## config.mk

```make
export PLATFORM = sky130hd
export DESIGN_NAME = fslc_ctrl
export DESIGN_NICKNAME = d
export VERILOG_FILES = /design/src/verilog/fslc_pkg.sv /design/src/verilog/fslc_ctrl.sv
export SDC_FILE = /design/constraint.sdc
export NUM_CORES = 1
export LEC_CHECK = 0
export BUFFER_PORTS_ARGS = -buffer_cell sky130_fd_sc_hd__buf_2
export CORE_UTILIZATION = 48
export DETAILED_ROUTE_END_ITERATION = 12
export PLACE_DENSITY_LB_ADDON = 0.08
export SLEW_MARGIN = 20
export SYNTH_ARGS = -nofsm -noshare
export SYNTH_HDL_FRONTEND = slang
export SYNTH_SLANG_ARGS = --single-unit
export TNS_END_PERCENT = 100
```

## constraint.sdc

```tcl
create_clock -name clk_sys -period 1.98 [get_ports clk_sys]
set_clock_uncertainty 0.1 [all_clocks]
set_input_delay 0 -clock clk_sys [delete_from_list [all_inputs] [get_ports clk_sys]]
set_output_delay 0 -clock clk_sys [all_outputs]
set_load 0.02 [all_outputs]
```

## src/verilog/fslc_pkg.sv

```systemverilog
// Constants, command codes, register map and types of the flash suspend and lock controller.
// Overview of operation
// - While suspended only array read, status read and resume may be issued.
// - A lock set is a setup write then a confirm write at block or device address.
// - After a lock set ends, the controller checks the set error and clears status.
// - After a lock clear ends, the controller checks the clear error and clears status.
// - A lock clear cut short by reset leaves locks unknown; it must be repeated.
// - Status bits 6 to 0 are ignored while the ready flag reads 0.
package fslc_pkg;
    localparam int PERIOD_NS = 8;
    localparam int T_WE_NS   = 50;
    localparam int T_OE_NS   = 90;
    localparam int T_REC_NS  = 30;
    localparam logic [4:0] WE_CYC   = 5'((T_WE_NS + PERIOD_NS - 1) / PERIOD_NS);
    localparam logic [4:0] OE_CYC   = 5'((T_OE_NS + PERIOD_NS - 1) / PERIOD_NS);
    localparam logic [4:0] REC_CYC  = 5'((T_REC_NS + PERIOD_NS - 1) / PERIOD_NS);
    localparam logic [4:0] SYNC_CYC = 5'h3;
    localparam logic [4:0] W_LAST   = 5'(WE_CYC + REC_CYC - 5'h1);
    localparam logic [4:0] R_SAMPLE = 5'(OE_CYC + SYNC_CYC);
    localparam logic [4:0] R_LAST   = 5'(OE_CYC + SYNC_CYC + REC_CYC);

    localparam logic [7:0] CMD_RD_ARRAY   = 8'hff;
    localparam logic [7:0] CMD_RD_STATUS  = 8'h70;
    localparam logic [7:0] CMD_CLR_STATUS = 8'h50;
    localparam logic [7:0] CMD_LOCK_SETUP = 8'h60;
    localparam logic [7:0] CMD_SET_BLOCK  = 8'h01;
    localparam logic [7:0] CMD_SET_MASTER = 8'hf1;

    localparam logic [3:0] OFS_CTRL = 4'h0;
    localparam logic [3:0] OFS_ADDR = 4'h4;
    localparam logic [3:0] OFS_CMD  = 4'h8;
    localparam logic [3:0] OFS_STAT = 4'hc;

    localparam int CTRL_HV_BIT  = 0;
    localparam int CTRL_VPP_BIT = 1;
    localparam int CTRL_RST_BIT = 2;
    localparam logic [2:0] CTRL_RESET = 3'h0;
    localparam logic [19:0] ADDR_RESET = 20'h00000;

    localparam int ST_BUSY_BIT    = 0;
    localparam int ST_SUSP_BIT    = 1;
    localparam int ST_REFUSED_BIT = 2;
    localparam int ST_UNKNOWN_BIT = 3;
    localparam int ST_RB_BIT      = 4;
    localparam int ST_SR_LSB      = 8;
    localparam int ST_DATA_LSB    = 16;

    localparam int SR_READY = 7;
    localparam int SR_CLRE  = 5;
    localparam int SR_SETE  = 4;
    localparam int SR_SUPP  = 3;
    localparam int SR_PSUSP = 2;
    localparam int SR_PROT  = 1;

    typedef enum logic [2:0] {
        OP_RD_STATUS, OP_CLR_STATUS, OP_SUSPEND, OP_RESUME,
        OP_SET_BLOCK, OP_SET_MASTER, OP_CLR_LOCKS, OP_RD_ARRAY
    } fslc_op_e;

    typedef enum logic [2:0] {S_IDLE, S_W1, S_W2, S_RD, S_CLR} fslc_state_e;
endpackage
```

## src/verilog/fslc_ctrl.sv

```systemverilog
// Host-side controller that issues suspend, resume and lock commands to the flash over its pins.
//
// The address map and the AHB-Lite slave port were left to the implementer.
`timescale 1ns/1ps
module fslc_ctrl #(
    parameter logic [7:0] CMD_SUSPEND     = 8'hb0,
    parameter logic [7:0] CMD_RESUME      = 8'hd0,
    parameter logic [7:0] CMD_CLR_CONFIRM = 8'hd0
) (
    input  wire logic        clk_sys,
    input  wire logic        rst_n,
    input  wire logic        hsel,
    input  wire logic [31:0] haddr,
    input  wire logic [1:0]  htrans,
    input  wire logic        hwrite,
    input  wire logic [2:0]  hsize,
    input  wire logic [31:0] hwdata,
    input  wire logic        hready,
    output logic             hreadyout,
    output logic             hresp,
    output logic [31:0]      hrdata,
    output logic [19:0]      flash_addr,
    output logic [7:0]       dq_o,
    output logic             dq_oe,
    input  wire logic [7:0]  dq_i,
    output logic             ce_n,
    output logic             we_n,
    output logic             oe_n,
    output logic             reset_powerdown_pin_n,
    output logic             rp_override_en,
    output logic             vpp_en,
    input  wire logic        ready_busy_out
);
    fslc_pkg::fslc_state_e state_q;
    fslc_pkg::fslc_op_e    op_q;
    fslc_pkg::fslc_op_e    op_in;
    logic [4:0]  cnt_q;
    logic [2:0]  ctrl_q;
    logic [19:0] addr_q, faddr_q;
    logic [7:0]  dq_q, rd_q, status_q, data_q;
    logic [7:0]  dq_s1_q, dq_s2_q, dq_s3_q, dq_f_q;
    logic [2:0]  rb_s_q;
    logic        rb_q;
    logic        ce_n_q, we_n_q, oe_n_q, dq_oe_q;
    logic        suspended_q, refused_q, unknown_q;
    logic        wr_pend_q;
    logic [3:0]  wofs_q;
    logic [31:0] hrdata_q;
    logic        addr_ok, start, start_ok, w_end, r_end, in_write, abort;

    function automatic logic lock_op(input fslc_pkg::fslc_op_e op);
        return op inside {fslc_pkg::OP_SET_BLOCK, fslc_pkg::OP_SET_MASTER, fslc_pkg::OP_CLR_LOCKS};
    endfunction

    function automatic logic polls(input fslc_pkg::fslc_op_e op);
        return lock_op(op) || op == fslc_pkg::OP_SUSPEND;
    endfunction

    function automatic logic err_bits(input logic [7:0] sr);
        return sr[fslc_pkg::SR_CLRE] | sr[fslc_pkg::SR_SETE] | sr[fslc_pkg::SR_SUPP] | sr[fslc_pkg::SR_PROT];
    endfunction

    function automatic logic [7:0] first_cmd(input fslc_pkg::fslc_op_e op);
        case (op)
            fslc_pkg::OP_CLR_STATUS: return fslc_pkg::CMD_CLR_STATUS;
            fslc_pkg::OP_SUSPEND:    return CMD_SUSPEND;
            fslc_pkg::OP_RESUME:     return CMD_RESUME;
            fslc_pkg::OP_RD_ARRAY:   return fslc_pkg::CMD_RD_ARRAY;
            fslc_pkg::OP_RD_STATUS:  return fslc_pkg::CMD_RD_STATUS;
            default:                 return fslc_pkg::CMD_LOCK_SETUP;
        endcase
    endfunction

    function automatic logic [7:0] second_cmd(input fslc_pkg::fslc_op_e op);
        case (op)
            fslc_pkg::OP_SET_BLOCK:  return fslc_pkg::CMD_SET_BLOCK;
            fslc_pkg::OP_SET_MASTER: return fslc_pkg::CMD_SET_MASTER;
            default:                 return CMD_CLR_CONFIRM;
        endcase
    endfunction

    // The slave never stalls: every access completes with no wait state.
    assign hreadyout = 1'b1;
    assign hresp     = 1'b0;
    assign hrdata    = hrdata_q;
    assign addr_ok   = hsel && hready && htrans[1] && hsize == 3'h2;
    assign op_in     = fslc_pkg::fslc_op_e'(hwdata[2:0]);
    assign start     = wr_pend_q && wofs_q == fslc_pkg::OFS_CMD;
    assign abort     = ctrl_q[fslc_pkg::CTRL_RST_BIT];
    // During a suspend only status read, array read and resume are passed on.
    assign start_ok  = start && state_q == fslc_pkg::S_IDLE && !abort &&
                       (!suspended_q || op_in inside {fslc_pkg::OP_RD_STATUS, fslc_pkg::OP_RD_ARRAY,
                                                      fslc_pkg::OP_RESUME});
    assign in_write  = state_q inside {fslc_pkg::S_W1, fslc_pkg::S_W2, fslc_pkg::S_CLR};
    assign w_end     = in_write && cnt_q == fslc_pkg::W_LAST;
    assign r_end     = state_q == fslc_pkg::S_RD && cnt_q == fslc_pkg::R_LAST;

    always_ff @(posedge clk_sys) begin
        if (!rst_n) begin
            wr_pend_q <= 1'b0;
            wofs_q    <= 4'h0;
            hrdata_q  <= 32'h00000000;
        end else begin
            wr_pend_q <= addr_ok && hwrite && haddr[31:4] == 28'h0000000;
            wofs_q    <= haddr[3:0];
            if (addr_ok && !hwrite) begin
                case (haddr[31:0] & 32'hffff_fffc)
                    32'(fslc_pkg::OFS_CTRL): hrdata_q <= {29'h0, ctrl_q};
                    32'(fslc_pkg::OFS_ADDR): hrdata_q <= {12'h000, addr_q};
                    32'(fslc_pkg::OFS_CMD):  hrdata_q <= {29'h0, op_q};
                    32'(fslc_pkg::OFS_STAT): hrdata_q <= {8'h00, data_q, status_q, 3'h0, rb_q, unknown_q,
                                                          refused_q, suspended_q, state_q != fslc_pkg::S_IDLE};
                    default:                 hrdata_q <= 32'h00000000;
                endcase
            end
        end
    end

    always_ff @(posedge clk_sys) begin
        if (!rst_n) begin
            ctrl_q <= fslc_pkg::CTRL_RESET;
            addr_q <= fslc_pkg::ADDR_RESET;
        end else if (wr_pend_q) begin
            if (wofs_q == fslc_pkg::OFS_CTRL) ctrl_q <= hwdata[2:0];
            if (wofs_q == fslc_pkg::OFS_ADDR) addr_q <= hwdata[19:0];
        end
    end

    // A level counts once the second and third stage agree.
    always_ff @(posedge clk_sys) begin
        if (!rst_n) begin
            dq_s1_q <= 8'h00;
            dq_s2_q <= 8'h00;
            dq_s3_q <= 8'h00;
            dq_f_q  <= 8'h00;
            rb_s_q  <= 3'h0;
            rb_q    <= 1'b0;
        end else begin
            dq_s1_q <= dq_i;
            dq_s2_q <= dq_s1_q;
            dq_s3_q <= dq_s2_q;
            dq_f_q  <= (dq_s2_q & dq_s3_q) | (dq_f_q & (dq_s2_q | dq_s3_q));
            rb_s_q  <= {rb_s_q[1:0], ready_busy_out};
            if (rb_s_q[1] == rb_s_q[2]) rb_q <= rb_s_q[2];
        end
    end

    always_ff @(posedge clk_sys) begin
        if (!rst_n || abort) begin
            state_q <= fslc_pkg::S_IDLE;
            cnt_q   <= 5'h00;
            if (!rst_n) op_q <= fslc_pkg::OP_RD_STATUS;
        end else begin
            cnt_q <= cnt_q + 5'h01;
            case (state_q)
                fslc_pkg::S_IDLE: begin
                    cnt_q <= 5'h00;
                    if (start_ok) begin
                        state_q <= fslc_pkg::S_W1;
                        op_q    <= op_in;
                    end
                end
                fslc_pkg::S_W1: begin
                    if (w_end) begin
                        cnt_q <= 5'h00;
                        if (lock_op(op_q)) state_q <= fslc_pkg::S_W2;
                        else if (op_q inside {fslc_pkg::OP_RESUME, fslc_pkg::OP_CLR_STATUS})
                            state_q <= fslc_pkg::S_IDLE;
                        else state_q <= fslc_pkg::S_RD;
                    end
                end
                fslc_pkg::S_W2: begin
                    if (w_end) begin
                        cnt_q   <= 5'h00;
                        state_q <= fslc_pkg::S_RD;
                    end
                end
                fslc_pkg::S_RD: begin
                    if (r_end) begin
                        cnt_q <= 5'h00;
                        // Status bits below the ready flag are not trusted until it reads 1.
                        if (polls(op_q) && !rd_q[fslc_pkg::SR_READY]) state_q <= fslc_pkg::S_RD;
                        else if (lock_op(op_q) && err_bits(rd_q)) state_q <= fslc_pkg::S_CLR;
                        else state_q <= fslc_pkg::S_IDLE;
                    end
                end
                fslc_pkg::S_CLR: begin
                    if (w_end) state_q <= fslc_pkg::S_IDLE;
                end
                default: state_q <= fslc_pkg::S_IDLE;
            endcase
        end
    end

    always_ff @(posedge clk_sys) begin
        if (!rst_n) begin
            dq_q    <= 8'h00;
            faddr_q <= 20'h00000;
        end else if (start_ok) begin
            dq_q    <= first_cmd(op_in);
            faddr_q <= addr_q;
        end else if (state_q == fslc_pkg::S_W1 && w_end) begin
            dq_q <= second_cmd(op_q);
        end else if (r_end) begin
            dq_q <= fslc_pkg::CMD_CLR_STATUS;
        end
    end

    // Strobes are registered so the pins never glitch; they trail the counter by one cycle.
    always_ff @(posedge clk_sys) begin
        if (!rst_n) begin
            ce_n_q  <= 1'b1;
            we_n_q  <= 1'b1;
            oe_n_q  <= 1'b1;
            dq_oe_q <= 1'b0;
        end else begin
            ce_n_q  <= state_q == fslc_pkg::S_IDLE;
            we_n_q  <= !(in_write && cnt_q < fslc_pkg::WE_CYC);
            oe_n_q  <= !(state_q == fslc_pkg::S_RD && cnt_q < fslc_pkg::R_SAMPLE);
            dq_oe_q <= in_write;
        end
    end

    always_ff @(posedge clk_sys) begin
        if (!rst_n) begin
            rd_q     <= 8'h00;
            status_q <= 8'h00;
            data_q   <= 8'h00;
        end else begin
            if (state_q == fslc_pkg::S_RD && cnt_q == fslc_pkg::R_SAMPLE) rd_q <= dq_f_q;
            if (r_end && op_q == fslc_pkg::OP_RD_ARRAY) data_q <= rd_q;
            else if (r_end) status_q <= rd_q;
        end
    end

    always_ff @(posedge clk_sys) begin
        if (!rst_n) begin
            suspended_q <= 1'b0;
            refused_q   <= 1'b0;
            unknown_q   <= 1'b0;
        end else begin
            if (r_end && op_q == fslc_pkg::OP_SUSPEND && rd_q[fslc_pkg::SR_READY])
                suspended_q <= rd_q[fslc_pkg::SR_PSUSP];
            else if (w_end && state_q == fslc_pkg::S_W1 && op_q == fslc_pkg::OP_RESUME)
                suspended_q <= 1'b0;
            // A refusal in the same cycle as its clear is kept.
            if (start && !start_ok) refused_q <= 1'b1;
            else if (wr_pend_q && wofs_q == fslc_pkg::OFS_STAT && hwdata[fslc_pkg::ST_REFUSED_BIT]) refused_q <= 1'b0;
            if (abort && state_q != fslc_pkg::S_IDLE && op_q == fslc_pkg::OP_CLR_LOCKS) unknown_q <= 1'b1;
            else if (r_end && op_q == fslc_pkg::OP_CLR_LOCKS && rd_q[fslc_pkg::SR_READY] && !err_bits(rd_q))
                unknown_q <= 1'b0;
        end
    end

    assign flash_addr            = faddr_q;
    assign dq_o                  = dq_q;
    assign dq_oe                 = dq_oe_q;
    assign ce_n                  = ce_n_q;
    assign we_n                  = we_n_q;
    assign oe_n                  = oe_n_q;
    assign reset_powerdown_pin_n = !ctrl_q[fslc_pkg::CTRL_RST_BIT];
    assign rp_override_en        = ctrl_q[fslc_pkg::CTRL_HV_BIT];
    assign vpp_en                = ctrl_q[fslc_pkg::CTRL_VPP_BIT];

    a_we_width: assert property (@(posedge clk_sys) disable iff (!rst_n || abort)
        $fell(we_n) |-> (!we_n)[*7] ##1 we_n) else $error("write strobe width wrong");
    a_master_confirm: assert property (@(posedge clk_sys) disable iff (!rst_n)
        (state_q == fslc_pkg::S_W2 && !we_n && op_q == fslc_pkg::OP_SET_MASTER) |-> dq_o == 8'hf1)
        else $error("master confirm code wrong");
    a_poll_busy: assert property (@(posedge clk_sys) disable iff (!rst_n || abort)
        (r_end && polls(op_q) && !rd_q[7]) |=> state_q == fslc_pkg::S_RD && cnt_q == 5'h00)
        else $error("busy status not polled again");
    a_err_clear: assert property (@(posedge clk_sys) disable iff (!rst_n || abort)
        (r_end && lock_op(op_q) && rd_q[7] && (rd_q[4] || rd_q[1])) |=> state_q == fslc_pkg::S_CLR ##1 !we_n)
        else $error("lock error not followed by status clear");
    a_clr_code: assert property (@(posedge clk_sys) disable iff (!rst_n)
        (state_q == fslc_pkg::S_CLR && !we_n) |-> dq_o == 8'h50) else $error("status clear code wrong");
    a_susp_refuse: assert property (@(posedge clk_sys) disable iff (!rst_n)
        (start && suspended_q && op_in inside {fslc_pkg::OP_SET_BLOCK, fslc_pkg::OP_CLR_LOCKS})
        |=> refused_q && state_q == fslc_pkg::S_IDLE) else $error("command passed during suspend");
    a_resume_flag: assert property (@(posedge clk_sys) disable iff (!rst_n || abort)
        (w_end && state_q == fslc_pkg::S_W1 && op_q == fslc_pkg::OP_RESUME)
        |=> !suspended_q && state_q == fslc_pkg::S_IDLE)
        else $error("suspend flag kept after resume");
    a_suspend_seen: assert property (@(posedge clk_sys) disable iff (!rst_n || abort)
        (r_end && op_q == fslc_pkg::OP_SUSPEND && rd_q[7] && rd_q[2]) |=> suspended_q ##1 $stable(suspended_q))
        else $error("suspend not recorded");
    a_clear_cut: assert property (@(posedge clk_sys) disable iff (!rst_n)
        (abort && state_q != fslc_pkg::S_IDLE && op_q == fslc_pkg::OP_CLR_LOCKS)
        |=> unknown_q && state_q == fslc_pkg::S_IDLE)
        else $error("cut clear not flagged");
    c_suspend: cover property (@(posedge clk_sys) disable iff (!rst_n) $rose(suspended_q));
    c_lock_err: cover property (@(posedge clk_sys) disable iff (!rst_n) state_q == fslc_pkg::S_CLR);
    c_clear_ok: cover property (@(posedge clk_sys) disable iff (!rst_n)
        r_end && op_q == fslc_pkg::OP_CLR_LOCKS && rd_q[7] && !err_bits(rd_q));
endmodule

```

==> flow_summary.ini <==
[floorplan]
initial_utilization_pct = 49.23
die_y_um = 115.8
die_area_mm2 = 0.01340
ios = 152
std_cell_rows = 41
die_x_um = 115.8
core_mm2 = 0.01262

[global_route]
grt_pass1_wl_mm = 24.07
grt_use_total_pct = 23.74
grt_max_degree = 58
grt_pass1_vias = 5045
gr-total-overflow = 0
antenna_found_initial = 0

[timing]
fin_crit_sh_pct = 101.7
slew_violations = 0
grt_setup_unrepaired = yes
maxSlewHeadroom_pct = 55.60
setup_viol = 4
hold_viol = 1
worst_slack_ns = -0.03311
holdWs_ns = -0.001346
fmax_mhz = 496.7
fin_crit_ns = 2.013
tightestPinTransition_ns = 0.6659

[pwr]
clkPwrFrac_pct = 45.3
p_seq_share_pct = 47.3
p_leak_nw = 3.307
switching_share_pct = 22.34
internal_power_mw = 5.317
irDropWorstVdd_mv = 0.5526
p_sw_mw = 1.529
power_density_mw_per_mm2 = 825.4
combPwrFrac_pct = 7.3
power_mw = 6.846

[route]
routed_wl_mm = 15.12
route.detailed.drc = 0
antenna_left = 0
vias = 5167
drtIter0Drc = 321
via_per_inst = 4.997
routedWlPerCell_um = 14.63
drtPass1Iterations = 4

[layout]
antenna_cells = 0
drive_gt1_share_pct = 28.19
area_growth_pct = 33.51
n_fill_cell = 1082
layout.nets = 935

[cts]
clkTransAtPathRegs_ns = 0.06
clkSinkCount = 156
cts_buffer_depth = 2
cts_made_buffers = 17
cts_root_buf = clkbuf_16
clkLatencyLatePin_ns = 0.43
htree_levels = 4
cts_tree = yes

[synth]
synth-edff-count = 3
synth_area_mm2 = 0.006212
yosysSeqAreaShare_pct = 50.76
synth_ff_type = dfxtp_1
yosys_warnings = 0
yosysUniqueCellTypes = 57
avgSynthCellArea_um2 = 9.272
synth-seq-cells = 156
syn-instance-count = 670
async_flop_share_pct = 0

[flow_run]
maxCapViolCount = 0

[placed_design]
portBuffers = 128
hpwl_mm = 10.69
gp_congestion = 0.8245

[setup_path]
critical_path_arrival_ns = 2.23
crit_type = reg2reg
startpoint_type = flip-flop
end_kind = flip-flop
worstPathMaxFanout = 8
required_ns = 2.20

[status]
status = finished, violations left
failed_checks = negative hold slack, negative setup slack

[min_path]
holdCritPathClass = in2reg
[registers in the layout, summed over array words and instances (netlist names), 3 cells and up]
signal,flops
rb_s_q,3
cnt_q,5
dq_o,6
status_q,8
hrdata,24
ctrl_q,3
dq_s3_q,8
dq_s2_q,8
dq_f_q,8
rd_q,8
state_q,3
addr_q,20
wofs_q,4
data_q,8
flash_addr,20
dq_s1_q,8
op_q,3
[Yosys cell counts (10+ instances only)]
master	number	area (um^2)
nor2b_1	16	100.1
nor2_1	16	60.06
o21ai_2	10	87.58
buf_4	12	90.09
mux2i_1	27	270.3
dfxtp_1	153	3063
a21boi_0	73	548.0
o21ai_0	20	100.1
nand2_1	147	551.8
nand3_1	18	90.09
clkbuf_1	29	108.9
and2_1	39	244.0
[logic make-up after synthesis]
logic type | Yosys count | synth area share [%]
adder cells (fa/ha/maj) | 3 | 0.6043
AND/OR/NAND/NOR | 284 | 22.74
buffers and inverters | 61 | 4.673
AO/OA/AOI/OAI | 131 | 15.25
other | 2 | 0.1209
XOR/XNOR | 3 | 0.4230
multiplexers | 30 | 5.438
flip-flops | 156 | 50.76
[power groups by stage]
stage	sequential, mW	clock [mW]	combinational, mW
after global placement	3.30	0	0.402
final	3.24	3.10	0.503
after CTS	3.24	3.16	0.467
after detailed placement	3.31	0	0.408
after floorplan	3.30	0	0.251
after global routing	3.24	3.31	0.547
[stage by stage]
stage	setup slack, ns	utilization (%)	instances	area, um^2	TNS, ns
floorplan	0.008668	-	678	6267	0
global placement	-0.04812	56.78	961	7166	-0.1809
detailed placement	-0.1096	56.78	961	7166	-0.5553
CTS	-0.03420	64.48	1032	8137	-0.1344
global route	-0.07937	65.72	1034	8294	-0.6070
finish	-0.03311	65.72	1034	8294	-0.08025
[per-layer routing]
metal / up-vias / global-route usage [%] / part of all wire, %
li1: 2624 / - / -
met1: 2379 / 29.56 / 45
met2: 141 / 39.37 / 48
met3: 23 / 6.799 / 4.8
met4: 0 / 8.205 / 2.1
met5: - / 0 / 0
[layout make-up]
class | instances | area [um^2] | area share, %
sequential | 156 | 3157 | 38.06
multi-input combinational | 461 | 2944 | 35.50
timing repair buffer | 204 | 1373 | 16.55
inverter | 9 | 33.78 | 0.4073
clock inverter | 9 | 83.83 | 1.011
tap | 172 | 215.2 | 2.595
clock buffer | 23 | 488.0 | 5.883
[critical path, stage by stage, from the launching register on]
cell	delay, ns
dfxtp_2	0.32
or4bb_4	0.56
a311oi_4	0.31
nand2_4	0.13
and3_4	0.20
o31a_1	0.29
[path summary, 6_finish.rpt]
check,cells after the start,to,slack (ns),start
worst max-delay path,5,dq_o[6]$_SDFFE_PN0P_,-0.03,wofs_q[1]$_SDFF_PN0_
worst max register to register,5,dq_o[6]$_SDFFE_PN0P_,-0.03,wofs_q[1]$_SDFF_PN0_
worst min-delay path,4,hrdata[0]$_SDFFE_PN0P_,-0.001,rst_n
worst min register to register,1,dq_s2_q[6]$_SDFF_PN0_,0.33,dq_s1_q[6]$_SDFF_PN0_
[repair_timing]
action                                  4_1_cts  5_1_grt
pin swaps                                     0        6
endpoints found under the hold margin        47        0
gates resized for setup                       3       48
endpoints found under the setup margin        8       50
hold buffers                                 38        0
cloned                                        0        1
buffers inserted                              1        1
[cells in the final DEF (no fill, tap or decap), types with 18 or more instances in the layout]
cell,Yosys,layout
a21boi_0,73,54
a21boi_1,2,18
and2_1,39,38
buf_2,7,128
buf_4,12,31
clkbuf_16,0,18
dfxtp_1,153,150
dlygate4sd3_1,0,38
mux2i_1,27,27
nand2_1,147,144
nand3_1,18,18
o21ai_0,20,18
(Power assumes the default switching activity.)
